--- src/hdl/ata_port_pkg.sv ---
// Purpose: shared constants and types for the disk channel host port
// Assumes: 40 MHz ref_clk_in, one transfer in flight at a time
// Notes: timing figures are register-cycle minimums, rounded up to cycles

package ata_port_pkg;

    // ----------------------------------------------------------------
    // Timing
    // ----------------------------------------------------------------
    localparam int CLK_NS = 25;
    localparam int T_SETUP_NS = 70;
    localparam int T_STROBE_NS = 165;
    localparam int T_RECOV_NS = 70;
    localparam logic [3:0] SETUP_CYC = 4'((T_SETUP_NS + CLK_NS - 1) / CLK_NS);
    localparam logic [3:0] STROBE_CYC = 4'((T_STROBE_NS + CLK_NS - 1) / CLK_NS);
    localparam logic [3:0] RECOV_CYC = 4'((T_RECOV_NS + CLK_NS - 1) / CLK_NS);
    localparam logic [3:0] CNT_ZERO = 4'h0;
    localparam logic [3:0] CNT_LAST = 4'h1;

    // ----------------------------------------------------------------
    // Widths and idle values
    // ----------------------------------------------------------------
    localparam int DATA_W = 16;
    localparam int ADDR_W = 3;
    localparam int NCHAN = 2;
    localparam int BUF_DEPTH = 2;
    localparam logic [1:0] BUF_FULL = 2'h2;
    localparam logic [1:0] BUF_EMPTY = 2'h0;
    localparam logic PIN_IDLE = 1'b1;
    localparam logic [DATA_W-1:0] DATA_ZERO = 16'h0000;
    localparam logic [ADDR_W-1:0] ADDR_ZERO = 3'h0;

    // ----------------------------------------------------------------
    // Types
    // ----------------------------------------------------------------
    typedef enum logic [2:0] {
        KIND_REG_RD = 3'h0,
        KIND_REG_WR = 3'h1,
        KIND_DMA_RD = 3'h2,
        KIND_DMA_WR = 3'h3,
        KIND_UD_RD = 3'h4,
        KIND_UD_WR = 3'h5
    } kind_t;

    typedef enum logic [6:0] {
        ST_IDLE = 7'h01,
        ST_SETUP = 7'h02,
        ST_STROBE = 7'h04,
        ST_RECOV = 7'h08,
        ST_UD_RD = 7'h10,
        ST_UD_WR = 7'h20,
        ST_UD_STOP = 7'h40
    } state_t;

endpackage : ata_port_pkg

--- src/hdl/ata_host_channel_port.sv ---
// Purpose: host end of a two-connector disk channel, normal and sync DMA
// Assumes: pins synchronised here; pos_in and user side on ref_clk_in
// Notes: one transfer at a time, on the connector picked by req_chan_in

`timescale 1ns/100ps

module ata_host_channel_port (
    input wire logic ref_clk_in,
    input wire logic rst_b_in,
    input wire logic ce_in,
    input wire logic pos_in,
    input wire logic single_chan_in,
    input wire logic req_valid_in,
    output logic req_ready_out,
    input wire logic [2:0] req_kind_in,
    input wire logic req_chan_in,
    input wire logic req_ctl_blk_in,
    input wire logic [ata_port_pkg::ADDR_W-1:0] req_addr_in,
    input wire logic [ata_port_pkg::DATA_W-1:0] req_wdata_in,
    input wire logic udma_stop_in,
    output logic rd_valid_out,
    input wire logic rd_ready_in,
    output logic [ata_port_pkg::DATA_W-1:0] rd_data_out,
    output logic busy_out,
    output logic [ata_port_pkg::ADDR_W-1:0] pri_reg_addr_out,
    output logic pri_reg_addr_oe_out,
    output logic pri_cmd_block_sel_n_out,
    output logic pri_ctl_block_sel_n_out,
    input wire logic [ata_port_pkg::DATA_W-1:0] pri_disk_data_in,
    output logic [ata_port_pkg::DATA_W-1:0] pri_disk_data_out,
    output logic pri_disk_data_oe_out,
    output logic pri_dma_ack_n_out,
    input wire logic pri_dma_req_in,
    output logic pri_read_strobe_n_out,
    output logic pri_write_strobe_n_out,
    output logic pri_write_strobe_oe_out,
    input wire logic pri_chan_ready_in,
    output logic [ata_port_pkg::ADDR_W-1:0] sec_reg_addr_out,
    output logic sec_reg_addr_oe_out,
    output logic sec_cmd_block_sel_n_out,
    output logic sec_ctl_block_sel_n_out,
    output logic sec_ctl_block_sel_oe_out,
    input wire logic [ata_port_pkg::DATA_W-1:0] sec_disk_data_in,
    output logic [ata_port_pkg::DATA_W-1:0] sec_disk_data_out,
    output logic sec_disk_data_oe_out,
    output logic sec_dma_ack_n_out,
    input wire logic sec_dma_req_in,
    output logic sec_read_strobe_n_out,
    output logic sec_write_strobe_n_out,
    input wire logic sec_chan_ready_in
);

    // ----------------------------------------------------------------
    // Declarations
    // ----------------------------------------------------------------
    logic rst_s1;
    logic rst_n;
    ata_port_pkg::state_t state;
    ata_port_pkg::kind_t kind;
    logic [3:0] cnt;
    logic chan;
    logic rd_n;
    logic wr_n;
    logic cmd_n;
    logic ctl_n;
    logic ack_n;
    logic doe;
    logic addr_oe;
    logic pend;
    logic push;
    logic [ata_port_pkg::DATA_W-1:0] dout;
    logic [ata_port_pkg::DATA_W-1:0] push_data;
    logic [ata_port_pkg::ADDR_W-1:0] addr_q [ata_port_pkg::NCHAN];
    logic [ata_port_pkg::DATA_W-1:0] data_pin [ata_port_pkg::NCHAN];
    logic [ata_port_pkg::DATA_W-1:0] data_s1 [ata_port_pkg::NCHAN];
    logic [ata_port_pkg::DATA_W-1:0] data_s2 [ata_port_pkg::NCHAN];
    logic [ata_port_pkg::NCHAN-1:0] req_pin;
    logic [ata_port_pkg::NCHAN-1:0] rdy_pin;
    logic [ata_port_pkg::NCHAN-1:0] req_s1;
    logic [ata_port_pkg::NCHAN-1:0] req_s2;
    logic [ata_port_pkg::NCHAN-1:0] rdy_s1;
    logic [ata_port_pkg::NCHAN-1:0] rdy_s2;
    logic [ata_port_pkg::NCHAN-1:0] rdy_s3;
    logic dreq;
    logic rdy;
    logic rdy_edge;
    logic [ata_port_pkg::DATA_W-1:0] din;
    logic buf_in_ready;
    logic take;
    logic is_wr;
    logic is_dma;
    logic st_idle;
    logic st_strobe;
    logic st_ud_rd;
    logic st_ud_wr;

    // ----------------------------------------------------------------
    // Reset release
    // ----------------------------------------------------------------
    always_ff @(posedge ref_clk_in or negedge rst_b_in) begin
        if (!rst_b_in) begin
            rst_s1 <= 1'b0;
            rst_n <= 1'b0;
        end else begin
            rst_s1 <= 1'b1;
            rst_n <= rst_s1;
        end
    end

    // ----------------------------------------------------------------
    // Pin synchronisers, one set per connector
    // ----------------------------------------------------------------
    assign data_pin[0] = pri_disk_data_in;
    assign data_pin[1] = sec_disk_data_in;
    assign req_pin = {sec_dma_req_in, pri_dma_req_in};
    assign rdy_pin = {sec_chan_ready_in, pri_chan_ready_in};

    genvar c;
    generate
        for (c = 0; c < ata_port_pkg::NCHAN; c = c + 1) begin : g_chan
            always_ff @(posedge ref_clk_in or negedge rst_n) begin
                if (!rst_n) begin
                    data_s1[c] <= ata_port_pkg::DATA_ZERO;
                    data_s2[c] <= ata_port_pkg::DATA_ZERO;
                    req_s1[c] <= 1'b0;
                    req_s2[c] <= 1'b0;
                    rdy_s1[c] <= 1'b0;
                    rdy_s2[c] <= 1'b0;
                    rdy_s3[c] <= 1'b0;
                end else if (ce_in) begin
                    data_s1[c] <= data_pin[c];
                    data_s2[c] <= data_s1[c];
                    req_s1[c] <= req_pin[c];
                    req_s2[c] <= req_s1[c];
                    rdy_s1[c] <= rdy_pin[c];
                    rdy_s2[c] <= rdy_s1[c];
                    rdy_s3[c] <= rdy_s2[c];
                end
            end

            // Each connector takes the address only when picked by req_chan_in, or always with single_chan_in
            always_ff @(posedge ref_clk_in or negedge rst_n) begin
                if (!rst_n) begin
                    addr_q[c] <= ata_port_pkg::ADDR_ZERO;
                end else if (ce_in && take && (req_chan_in == 1'(c) || single_chan_in)) begin
                    addr_q[c] <= req_addr_in;
                end
            end
        end
    endgenerate

    assign dreq = req_s2[chan];
    assign rdy = rdy_s2[chan];
    assign rdy_edge = rdy_s2[chan] ^ rdy_s3[chan];
    assign din = data_s2[chan];

    // ----------------------------------------------------------------
    // Request decode
    // ----------------------------------------------------------------
    assign st_idle = (state == ata_port_pkg::ST_IDLE);
    assign st_strobe = (state == ata_port_pkg::ST_STROBE);
    assign st_ud_rd = (state == ata_port_pkg::ST_UD_RD);
    assign st_ud_wr = (state == ata_port_pkg::ST_UD_WR);
    assign is_wr = (kind == ata_port_pkg::KIND_REG_WR) || (kind == ata_port_pkg::KIND_DMA_WR);
    assign is_dma = (kind == ata_port_pkg::KIND_DMA_RD) || (kind == ata_port_pkg::KIND_DMA_WR);
    // Sync write words only while the drive holds its ready low
    assign req_ready_out = ce_in && ((st_idle && buf_in_ready)
        || (st_ud_wr && !pend && !rdy && !udma_stop_in));
    assign take = req_valid_in && req_ready_out && st_idle;
    assign busy_out = !st_idle;

    // ----------------------------------------------------------------
    // Transfer engine
    // ----------------------------------------------------------------
    always_ff @(posedge ref_clk_in or negedge rst_n) begin
        if (!rst_n) begin
            state <= ata_port_pkg::ST_IDLE;
            kind <= ata_port_pkg::KIND_REG_RD;
            cnt <= ata_port_pkg::CNT_ZERO;
            chan <= 1'b0;
            rd_n <= ata_port_pkg::PIN_IDLE;
            wr_n <= ata_port_pkg::PIN_IDLE;
            cmd_n <= ata_port_pkg::PIN_IDLE;
            ctl_n <= ata_port_pkg::PIN_IDLE;
            ack_n <= ata_port_pkg::PIN_IDLE;
            doe <= 1'b0;
            dout <= ata_port_pkg::DATA_ZERO;
            pend <= 1'b0;
            push <= 1'b0;
            push_data <= ata_port_pkg::DATA_ZERO;
        end else if (ce_in) begin
            push <= 1'b0;
            case (state)
                ata_port_pkg::ST_IDLE: begin
                    if (take) begin
                        kind <= ata_port_pkg::kind_t'(req_kind_in);
                        chan <= req_chan_in;
                        if (req_kind_in == ata_port_pkg::KIND_UD_RD) begin
                            ack_n <= 1'b0;
                            wr_n <= 1'b0;
                            state <= ata_port_pkg::ST_UD_RD;
                        end else if (req_kind_in == ata_port_pkg::KIND_UD_WR) begin
                            ack_n <= 1'b0;
                            wr_n <= 1'b0;
                            state <= ata_port_pkg::ST_UD_WR;
                        end else begin
                            cnt <= ata_port_pkg::SETUP_CYC;
                            state <= ata_port_pkg::ST_SETUP;
                            if (req_kind_in == ata_port_pkg::KIND_DMA_RD
                                || req_kind_in == ata_port_pkg::KIND_DMA_WR) begin
                                ack_n <= 1'b0;
                            end else if (req_ctl_blk_in) begin
                                ctl_n <= 1'b0;
                            end else begin
                                cmd_n <= 1'b0;
                            end
                            if (req_kind_in == ata_port_pkg::KIND_REG_WR
                                || req_kind_in == ata_port_pkg::KIND_DMA_WR) begin
                                dout <= req_wdata_in;
                                doe <= 1'b1;
                            end
                        end
                    end
                end
                ata_port_pkg::ST_SETUP: begin
                    if (cnt == ata_port_pkg::CNT_LAST) begin
                        cnt <= ata_port_pkg::STROBE_CYC;
                        state <= ata_port_pkg::ST_STROBE;
                        if (is_wr) begin
                            wr_n <= 1'b0;
                        end else begin
                            rd_n <= 1'b0;
                        end
                    end else begin
                        cnt <= cnt - ata_port_pkg::CNT_LAST;
                    end
                end
                ata_port_pkg::ST_STROBE: begin
                    // Strobe stretches while the drive holds ready low
                    if (cnt == ata_port_pkg::CNT_LAST && rdy) begin
                        rd_n <= 1'b1;
                        wr_n <= 1'b1;
                        cnt <= ata_port_pkg::RECOV_CYC;
                        state <= ata_port_pkg::ST_RECOV;
                        if (!is_wr) begin
                            push <= 1'b1;
                            push_data <= din;
                        end
                    end else if (cnt != ata_port_pkg::CNT_LAST) begin
                        cnt <= cnt - ata_port_pkg::CNT_LAST;
                    end
                end
                ata_port_pkg::ST_RECOV: begin
                    if (cnt == ata_port_pkg::CNT_LAST) begin
                        cmd_n <= 1'b1;
                        ctl_n <= 1'b1;
                        ack_n <= 1'b1;
                        doe <= 1'b0;
                        state <= ata_port_pkg::ST_IDLE;
                    end else begin
                        cnt <= cnt - ata_port_pkg::CNT_LAST;
                    end
                end
                ata_port_pkg::ST_UD_RD: begin
                    // Pause decided a cycle late; drive must honour pause
                    rd_n <= !buf_in_ready;
                    if (rdy_edge) begin
                        push <= 1'b1;
                        push_data <= din;
                    end
                    if (udma_stop_in || !dreq) begin
                        wr_n <= 1'b1;
                        rd_n <= 1'b1;
                        state <= ata_port_pkg::ST_UD_STOP;
                    end
                end
                ata_port_pkg::ST_UD_WR: begin
                    if (pend) begin
                        rd_n <= ~rd_n;
                        pend <= 1'b0;
                    end else if (req_valid_in && req_ready_out) begin
                        dout <= req_wdata_in;
                        doe <= 1'b1;
                        pend <= 1'b1;
                    end else if (udma_stop_in || !dreq) begin
                        wr_n <= 1'b1;
                        state <= ata_port_pkg::ST_UD_STOP;
                    end
                end
                ata_port_pkg::ST_UD_STOP: begin
                    if (!dreq) begin
                        ack_n <= 1'b1;
                        rd_n <= 1'b1;
                        wr_n <= 1'b1;
                        doe <= 1'b0;
                        state <= ata_port_pkg::ST_IDLE;
                    end
                end
                default: begin
                    state <= ata_port_pkg::ST_IDLE;
                end
            endcase
        end
    end

    // Address lines float until reset is released
    always_ff @(posedge ref_clk_in or negedge rst_n) begin
        if (!rst_n) begin
            addr_oe <= 1'b0;
        end else begin
            addr_oe <= 1'b1;
        end
    end

    // ----------------------------------------------------------------
    // Read word buffer
    // ----------------------------------------------------------------
    word_buffer u_rd_buf (
        .ref_clk_in(ref_clk_in),
        .rst_b_in(rst_n),
        .ce_in(ce_in),
        .in_valid_in(push),
        .in_data_in(push_data),
        .in_ready_out(buf_in_ready),
        .out_valid_out(rd_valid_out),
        .out_ready_in(rd_ready_in),
        .out_data_out(rd_data_out)
    );

    // ----------------------------------------------------------------
    // Pin mapping, idle connector held inactive
    // ----------------------------------------------------------------
    assign pri_reg_addr_out = addr_q[0];
    assign sec_reg_addr_out = addr_q[1];
    assign pri_reg_addr_oe_out = addr_oe;
    assign sec_reg_addr_oe_out = addr_oe;
    assign pri_cmd_block_sel_n_out = cmd_n | chan;
    assign sec_cmd_block_sel_n_out = cmd_n | ~chan;
    assign pri_ctl_block_sel_n_out = ctl_n | chan;
    assign sec_ctl_block_sel_n_out = ctl_n | ~chan;
    assign sec_ctl_block_sel_oe_out = !pos_in;
    assign pri_dma_ack_n_out = ack_n | chan;
    assign sec_dma_ack_n_out = ack_n | ~chan;
    assign pri_read_strobe_n_out = rd_n | chan;
    assign sec_read_strobe_n_out = rd_n | ~chan;
    assign pri_write_strobe_n_out = wr_n | chan;
    assign sec_write_strobe_n_out = wr_n | ~chan;
    assign pri_write_strobe_oe_out = !pos_in;
    assign pri_disk_data_out = dout;
    assign sec_disk_data_out = dout;
    assign pri_disk_data_oe_out = doe & ~chan;
    assign sec_disk_data_oe_out = doe & chan;
endmodule : ata_host_channel_port

--- src/hdl/word_buffer.sv ---
// Purpose: two-entry word buffer between disk read capture and user side
// Assumes: same clock domain on both sides
// Notes: freezes with ce_in low

`timescale 1ns/100ps

module word_buffer (
    input wire logic ref_clk_in,
    input wire logic rst_b_in,
    input wire logic ce_in,
    input wire logic in_valid_in,
    input wire logic [ata_port_pkg::DATA_W-1:0] in_data_in,
    output logic in_ready_out,
    output logic out_valid_out,
    input wire logic out_ready_in,
    output logic [ata_port_pkg::DATA_W-1:0] out_data_out
);

    logic [ata_port_pkg::DATA_W-1:0] mem [ata_port_pkg::BUF_DEPTH];
    logic wr_idx;
    logic rd_idx;
    logic [1:0] count;
    logic push;
    logic pop;

    assign in_ready_out = (count != ata_port_pkg::BUF_FULL);
    assign out_valid_out = (count != ata_port_pkg::BUF_EMPTY);
    assign push = ce_in && in_valid_in && in_ready_out;
    assign pop = ce_in && out_valid_out && out_ready_in;
    assign out_data_out = mem[rd_idx];

    // ----------------------------------------------------------------
    // Storage, no reset needed on data
    // ----------------------------------------------------------------
    always_ff @(posedge ref_clk_in) begin
        if (push) begin
            mem[wr_idx] <= in_data_in;
        end
    end

    always_ff @(posedge ref_clk_in or negedge rst_b_in) begin
        if (!rst_b_in) begin
            wr_idx <= 1'b0;
            rd_idx <= 1'b0;
            count <= ata_port_pkg::BUF_EMPTY;
        end else begin
            if (push) begin
                wr_idx <= ~wr_idx;
            end
            if (pop) begin
                rd_idx <= ~rd_idx;
            end
            count <= 2'(count + {1'b0, push} - {1'b0, pop});
        end
    end

endmodule : word_buffer

--- config.mk ---
export PLATFORM = sky130hd
export DESIGN_NAME = ata_host_channel_port
export DESIGN_NICKNAME = d
export VERILOG_FILES = /design/src/hdl/ata_port_pkg.sv /design/src/hdl/ata_host_channel_port.sv /design/src/hdl/word_buffer.sv
export SDC_FILE = /design/constraint.sdc
export NUM_CORES = 1
export LEC_CHECK = 0
export BUFFER_PORTS_ARGS = -buffer_cell sky130_fd_sc_hd__buf_2
export CAP_MARGIN = 5
export CORE_ASPECT_RATIO = 2
export CORE_UTILIZATION = 37
export CTS_CLUSTER_SIZE = 30
export DETAILED_ROUTE_END_ITERATION = 10
export PLACE_DENSITY = 0.67
export SETUP_SLACK_MARGIN = 0.4
export SLEW_MARGIN = 20
export SYNTH_ARGS = -nofsm -noshare
export SYNTH_HDL_FRONTEND = slang
export SYNTH_SLANG_ARGS = --single-unit
--- constraint.sdc ---
create_clock -name ref_clk_in -period 4.3 [get_ports ref_clk_in]
set_clock_uncertainty 0.1 [all_clocks]
set_input_delay 0.43 -clock ref_clk_in [delete_from_list [all_inputs] [get_ports ref_clk_in]]
set_output_delay 0.43 -clock ref_clk_in [all_outputs]
set_load 0.01 [all_outputs]
-- After elaboration in Yosys (flattened, before gate mapping)
Memory sizes are Yosys's and may differ from the RTL's.
Index checks and enable logic that the tools add are counted.
- register bits after elaboration: 142
- memory bits (writable): 32
- input port bits: 68
- output and inout bits: 73
- memories: 1
- memory list (memory ; words ; bits a word ; rd ports ; clocked after Yosys merged registers in ; write ports ; line ; text):
    u_rd_buf.mem ; 2 ; 16 ; 1 ; 0 ; 1 ; word_buffer.sv:19 ; logic [ata_port_pkg::DATA_W-1:0] mem [ata_port_pkg::BUF_DEPTH];
- add/sub/neg operators: 3
- magnitude comparators: 2
- equality and inequality tests: 40
- mux-type cells: 90
- bitwise operators: 19
- reductions and logical operators: 50
- operators with widths (cell ; number):
    2-to-1 mux 16 bit ; 12
    case mux 16 bit (2 select lines) ; 2
    2-to-1 mux 7 bit ; 8
    2-to-1 mux 1 bit ; 50
    case mux 7 bit (7 select lines) ; 1
    != test 2 bit (second input constant) ; 18
    AND reduction 8 bit ; 4
    2-to-1 mux 4 bit ; 7
    AND reduction 10 bit ; 2
    case mux 4 bit (4 select lines) ; 1
    logical AND 1 bit ; 15
    AND reduction 7 bit ; 2
    2-to-1 mux 6 bit ; 2
    OR 1 bit ; 10
    == test 3 x 2 -> 1 bit (second input constant) ; 3
    != test 4 x 1 -> 1 bit (second input constant) ; 2
    nonzero test 2 bit ; 4
    nonzero test 4 bit ; 2
    == test 7 x 1 -> 1 bit (second input constant) ; 1
    == test 7 x 2 -> 1 bit (second input constant) ; 1
    == test 7 x 3 -> 1 bit (second input constant) ; 1
    == test 7 x 4 -> 1 bit (second input constant) ; 1
    == test 7 x 5 -> 1 bit (second input constant) ; 1
    == test 7 x 6 -> 1 bit (second input constant) ; 1
    29 further kinds ; 53

-- Logic depth before layout (Yosys ltp)
- depth after elaboration: 11
- gate-level depth with buffers: 9
- depth with buffers taken out: 7

-- Cells and area by module
A second synthesis with hierarchy kept.
- cells, all modules: 579
- area total of the unflattened synthesis: 7883.8 um^2
- modules (own cells, without submodules) (module ; instances ; cells an instance ; area each (um^2)):
    ata_host_channel_port ; 1 ; 511 ; 6468.7
    word_buffer ; 1 ; 68 ; 1415.1

-- Least setup slack after synthesis
No wires, ideal clock.
- path kind: flip-flop to flip-flop
- start: reg cnt[1]
- end: reg state[2]
- setup time: 125 ps
- arrival: 2191 ps
- data required time: 4075 ps
- path slack: 1884 ps
- stages on the path, launching flop included: 8
- buffers on the path: 0
- cells stage by stage: dfrtp_1 > inv_1 > ha_1 > or3b_1 > o2111ai_2 > o211ai_1 > nor4b_4 > mux2_2
- word-level cells in the longest chain between the ends: 4
- elaborated cells between the ends (all ways): 6
- ends and longest elaborated chain (what ; line ; text):
    from (decl) ; ata_host_channel_port.sv:60 ; logic [3:0] cnt;
    from (signal assigned) ; ata_host_channel_port.sv:179 ; cnt <= ata_port_pkg::CNT_ZERO;
    from (signal assigned) ; ata_host_channel_port.sv:207 ; cnt <= ata_port_pkg::SETUP_CYC;
    from (signal assigned) ; ata_host_channel_port.sv:227 ; cnt <= ata_port_pkg::STROBE_CYC;
    == test 4 x 1 -> 1 bit (*) ; ata_host_channel_port.sv:226, ata_host_channel_port.sv:240, ata_host_channel_port.sv:254 ;
    logical AND 1 bit ; ata_host_channel_port.sv:240 ; if (cnt == ata_port_pkg::CNT_LAST && rdy) begin
    != test 2 x 1 -> 1 bit (no source line) ; - ;
    AND reduction 8 bit (no source line) (*) ; - ;
    to (signal assigned) ; ata_host_channel_port.sv:228 ; state <= ata_port_pkg::ST_STROBE;
    to (signal assigned) ; ata_host_channel_port.sv:244 ; state <= ata_port_pkg::ST_RECOV;
    to (signal assigned) ; ata_host_channel_port.sv:259 ; state <= ata_port_pkg::ST_IDLE;
    to (decl) ; ata_host_channel_port.sv:58 ; ata_port_pkg::state_t state;
Every way passes the cells marked *; elsewhere a longest branch is shown, timed or not.
A chain may end at the register's enable or synchronous reset.

-- Worst setup path after layout
- start: reg state[0]
- end: reg dout, in the netlist pri_disk_data_out[5]
- word-level cells in the longest chain between the ends: 10
- elaborated cells between the ends (all ways): 19
- ends and longest elaborated chain (what ; line ; text):
    from (signal assigned) ; ata_host_channel_port.sv:177 ; state <= ata_port_pkg::ST_IDLE;
    from (signal assigned) ; ata_host_channel_port.sv:201 ; state <= ata_port_pkg::ST_UD_RD;
    from (signal assigned) ; ata_host_channel_port.sv:205 ; state <= ata_port_pkg::ST_UD_WR;
    == test 7 x 6 -> 1 bit ; ata_host_channel_port.sv:163, ata_host_channel_port.sv:193 ;
    logical AND 1 bit (3 in series) ; ata_host_channel_port.sv:168 ; || (st_ud_wr && !pend && !rdy && !udma_stop_in));
    logical OR 1 bit ; ata_host_channel_port.sv:168 ;
    logical AND 1 bit ; ata_host_channel_port.sv:167 ; assign req_ready_out = ce_in && ((st_idle && buf_in_ready)
    logical AND 1 bit ; ata_host_channel_port.sv:169, ata_host_channel_port.sv:281 ;
    logical AND 1 bit ; ata_host_channel_port.sv:169 ; assign take = req_valid_in && req_ready_out && st_idle;
    != test 2 bit (no source line) ; - ;
    AND reduction 8 bit (no source line) ; - ;
    to (signal assigned) ; ata_host_channel_port.sv:187 ; dout <= ata_port_pkg::DATA_ZERO;
    to (signal assigned) ; ata_host_channel_port.sv:219 ; dout <= req_wdata_in;
    to (signal assigned) ; ata_host_channel_port.sv:282 ; dout <= req_wdata_in;
    to (decl) ; ata_host_channel_port.sv:71 ; logic [ata_port_pkg::DATA_W-1:0] dout;
Several ways; a longest one is shown, not always the timed one.

==> run metrics <==
status complete, no violations; initial antenna violation count 0; Final Setup Violations 0; row cnt 74; HP Class input port to flop; DRT Pass-1 Iters 4; Cell Area, Synth 7820 um^2; Slew HR 0.284; vias in the first global route 5,273; CP Cell Sequence nor4b_1, nand4_1, nand2_1, and4_1, mux2_2; Worst Hold Depth 2; design area 9260 um^2; period utilisation layout 0.724; Max-Cap Viols 0; WP data arrival 3.33 ns; Post-synth EDFFs 32; # H-tree levels 4; I/O Buffers 140; CTS tree done; Cell Area, Placed 8620 um^2; die area 21,800 um^2; fill count 1,896; clk buf depth 2; minimum clock period after layout 3.11 ns; total grt overflow 0; clk slew on worst S/H paths 0.07 ns; VDD IR max 258 uV; critical path capture point type flop; Avg WL per Cell 18.1 um; placer congestion estimate 0.897; Total GRT Usage 0.166; DRC Markers 0; LEAKAGE 4.12 nW; vias per cell 5.03; Clock Root Buffer clkbuf_16; routed wire length 17,100 um; syn_area_per_cell 14.3 um^2; area grow syn2layout 18.4%; R2R cell count 5; ys flop type dfrtp_1; Slowest cell on crit path and4_1; CTS Buf Count 17; Cells after Synth 549; diode count 0; via count 4,765; Max Freq 321 MHz; Detail Placement HPWL 12,700 um; Core Box Area 20,600 um^2; top cell type by total area after synthesis dfrtp_1; number of I/O pins 141; Worst-Margin Slew 1.07 ns; clk_lat worst skew 0.42 ns; top cell type's share of synthesized area 0.432; Die Ht 208 um; post-synthesis sequential area ratio 0.575; setup TNS 0 ns; Critical Path RT 4.51 ns; total of warnings raised by yosys 0; Die Wd 105 um; RSZ-0062 raised after global routing false; NumNets Final 740; power per cell area 645 nW/um^2; Final ANT Viol Nets 0; startpoint types flop; synth top area cells dfrtp_1 43%, mux2_2 19%, edfxtp_1 12%; share of post-route cells with drive strength above 1 0.517; starting DRC count in detailed routing 163; Sink Count 173; CP peak stage delay 0.83 ns; ys async rst share 0.815; Final Hold Vio Count 0; Initial Util 0.381; pin count of the biggest net entering global routing 83; Setup CP Type flop to flop; Yosys reg bits 173; Yosys cell types 67; post-CTS setup repair buffer count 0; first-pass GRT wire length 27,800 um; critical path fanouts, max 16; max-slew violation count 0
[path summary, 6_finish.rpt]
check | slack [ns] | endpoint | from
worst max register to register | 1.19 | pri_disk_data_out[5] | state[0]
min in group asynchronous | 0.22 | rst_n | rst_b_in
max in group asynchronous | 2.86 | data_s1[0] | rst_n
worst max-delay path | 1.19 | pri_disk_data_out[5] | state[0]
worst min-delay path | 0.13 | data_s1[18] | pri_disk_data_in[2]
worst min register to register | 0.25 | rst_n | rst_s1
[metrics by stage]
step	utilization	hold WS [ns]	total power, mW	setup slack [ns]	cells
6_report	0.451	0.132	5.97	1.19	947
5_1_grt	0.451	0.117	6.29	0.967	947
4_1_cts	0.451	0.112	6.04	1.22	947
3_5_place_dp	0.420	0.118	4.43	1.23	914
3_3_place_gp	0.420	0.115	4.37	1.27	914
2_1_floorplan	-	0.0344	3.82	1.86	550
[final cells by class]
class	count	area, um^2	share of cell area
Sequential cell	173	4500	0.486
Inverter	16	62.6	0.00675
Multi-Input combinational cell	316	2990	0.323
Timing Repair Buffer	144	748	0.0808
Clock buffer	20	489	0.0528
Tap cell	266	333	0.0359
Clock inverter	12	141	0.0153
[power by group]
| part | switching (mW) | internal (mW) | total [mW] |
|---|---|---|---|
| clock | 0.691 | 0.909 | 1.60 |
| combinational | 1.02 | 0.978 | 2.00 |
| sequential | 0.321 | 2.06 | 2.38 |
| total | 2.03 | 3.94 | 5.97 |
[worst max-delay path: cells and delay by family (launching register included)]
family / cells / cell delay (ns)
AND/OR/NAND/NOR: 4 / 1.86
flip-flops: 1 / 0.61
multiplexers: 1 / 0.42
[logic make-up (layout without fill, tap and decap cells)]
family / count (synthesis) / in the layout / share of synthesized area
xor+xnor: 7 / 7 / 0.00784
mux: 161 / 161 / 0.241
compound gates: 46 / 46 / 0.0494
other cells: 1 / 2 / 0.000479
fa+ha+maj: 4 / 4 / 0.00640
buf+inv: 61 / 192 / 0.0440
flops: 173 / 173 / 0.575
simple gates: 96 / 96 / 0.0766
[cell usage in the layout (no fill, tap or decap), types with 5 or more instances in the layout]
master | netlist | layout
nand3_1 | 7 | 7
mux2_1 | 6 | 6
mux2_4 | 19 | 19
mux2_2 | 131 | 131
nor2b_1 | 7 | 7
edfxtp_1 | 32 | 32
nand2_1 | 16 | 16
xnor2_1 | 5 | 5
a21oi_1 | 5 | 5
o21ai_0 | 5 | 5
clkbuf_16 | 0 | 19
nor3_1 | 5 | 5
inv_1 | 15 | 15
nor2_1 | 12 | 11
dfstp_2 | 6 | 6
buf_2 | 6 | 139
or2_2 | 6 | 6
dfrtp_1 | 135 | 134
nand2b_1 | 10 | 10
a2bb2oi_1 | 6 | 6
[state kept, by name, summed over array words and instances (netlist names), 4 cells and up]
register,flops
cnt,4
data_s1,32
data_s2,32
pri_disk_data_out,16
push_data,16
state,7
u_rd_buf.mem,32
[Yosys cell counts (5+ instances only)]
master / n
dfrtp_1: 135
mux2_2: 131
edfxtp_1: 32
buf_4: 20
mux2_4: 19
nand2_1: 16
inv_1: 15
nor2_1: 12
nand2b_1: 10
clkbuf_1: 8
buf_1: 7
nand3_1: 7
nor2b_1: 7
a2bb2oi_1: 6
buf_2: 6
dfstp_2: 6
mux2_1: 6
or2_2: 6
a21oi_1: 5
nor3_1: 5
o21ai_0: 5
xnor2_1: 5
[what timing repair did]
action,CTS,global route
hold endpoints to repair,2,0
resized for setup,0,0
hold buffers,1,0
[routing by layer]
layer | global-route usage | vias up | part of all wire
met5 | 0 | - | 0
li1 | - | 2199 | -
met4 | 0.104 | 0 | 0.050
met3 | 0.0267 | 45 | 0.030
met2 | 0.308 | 137 | 0.54
met1 | 0.171 | 2384 | 0.38
No activity file was read; power rests on OpenSTA's default activity.
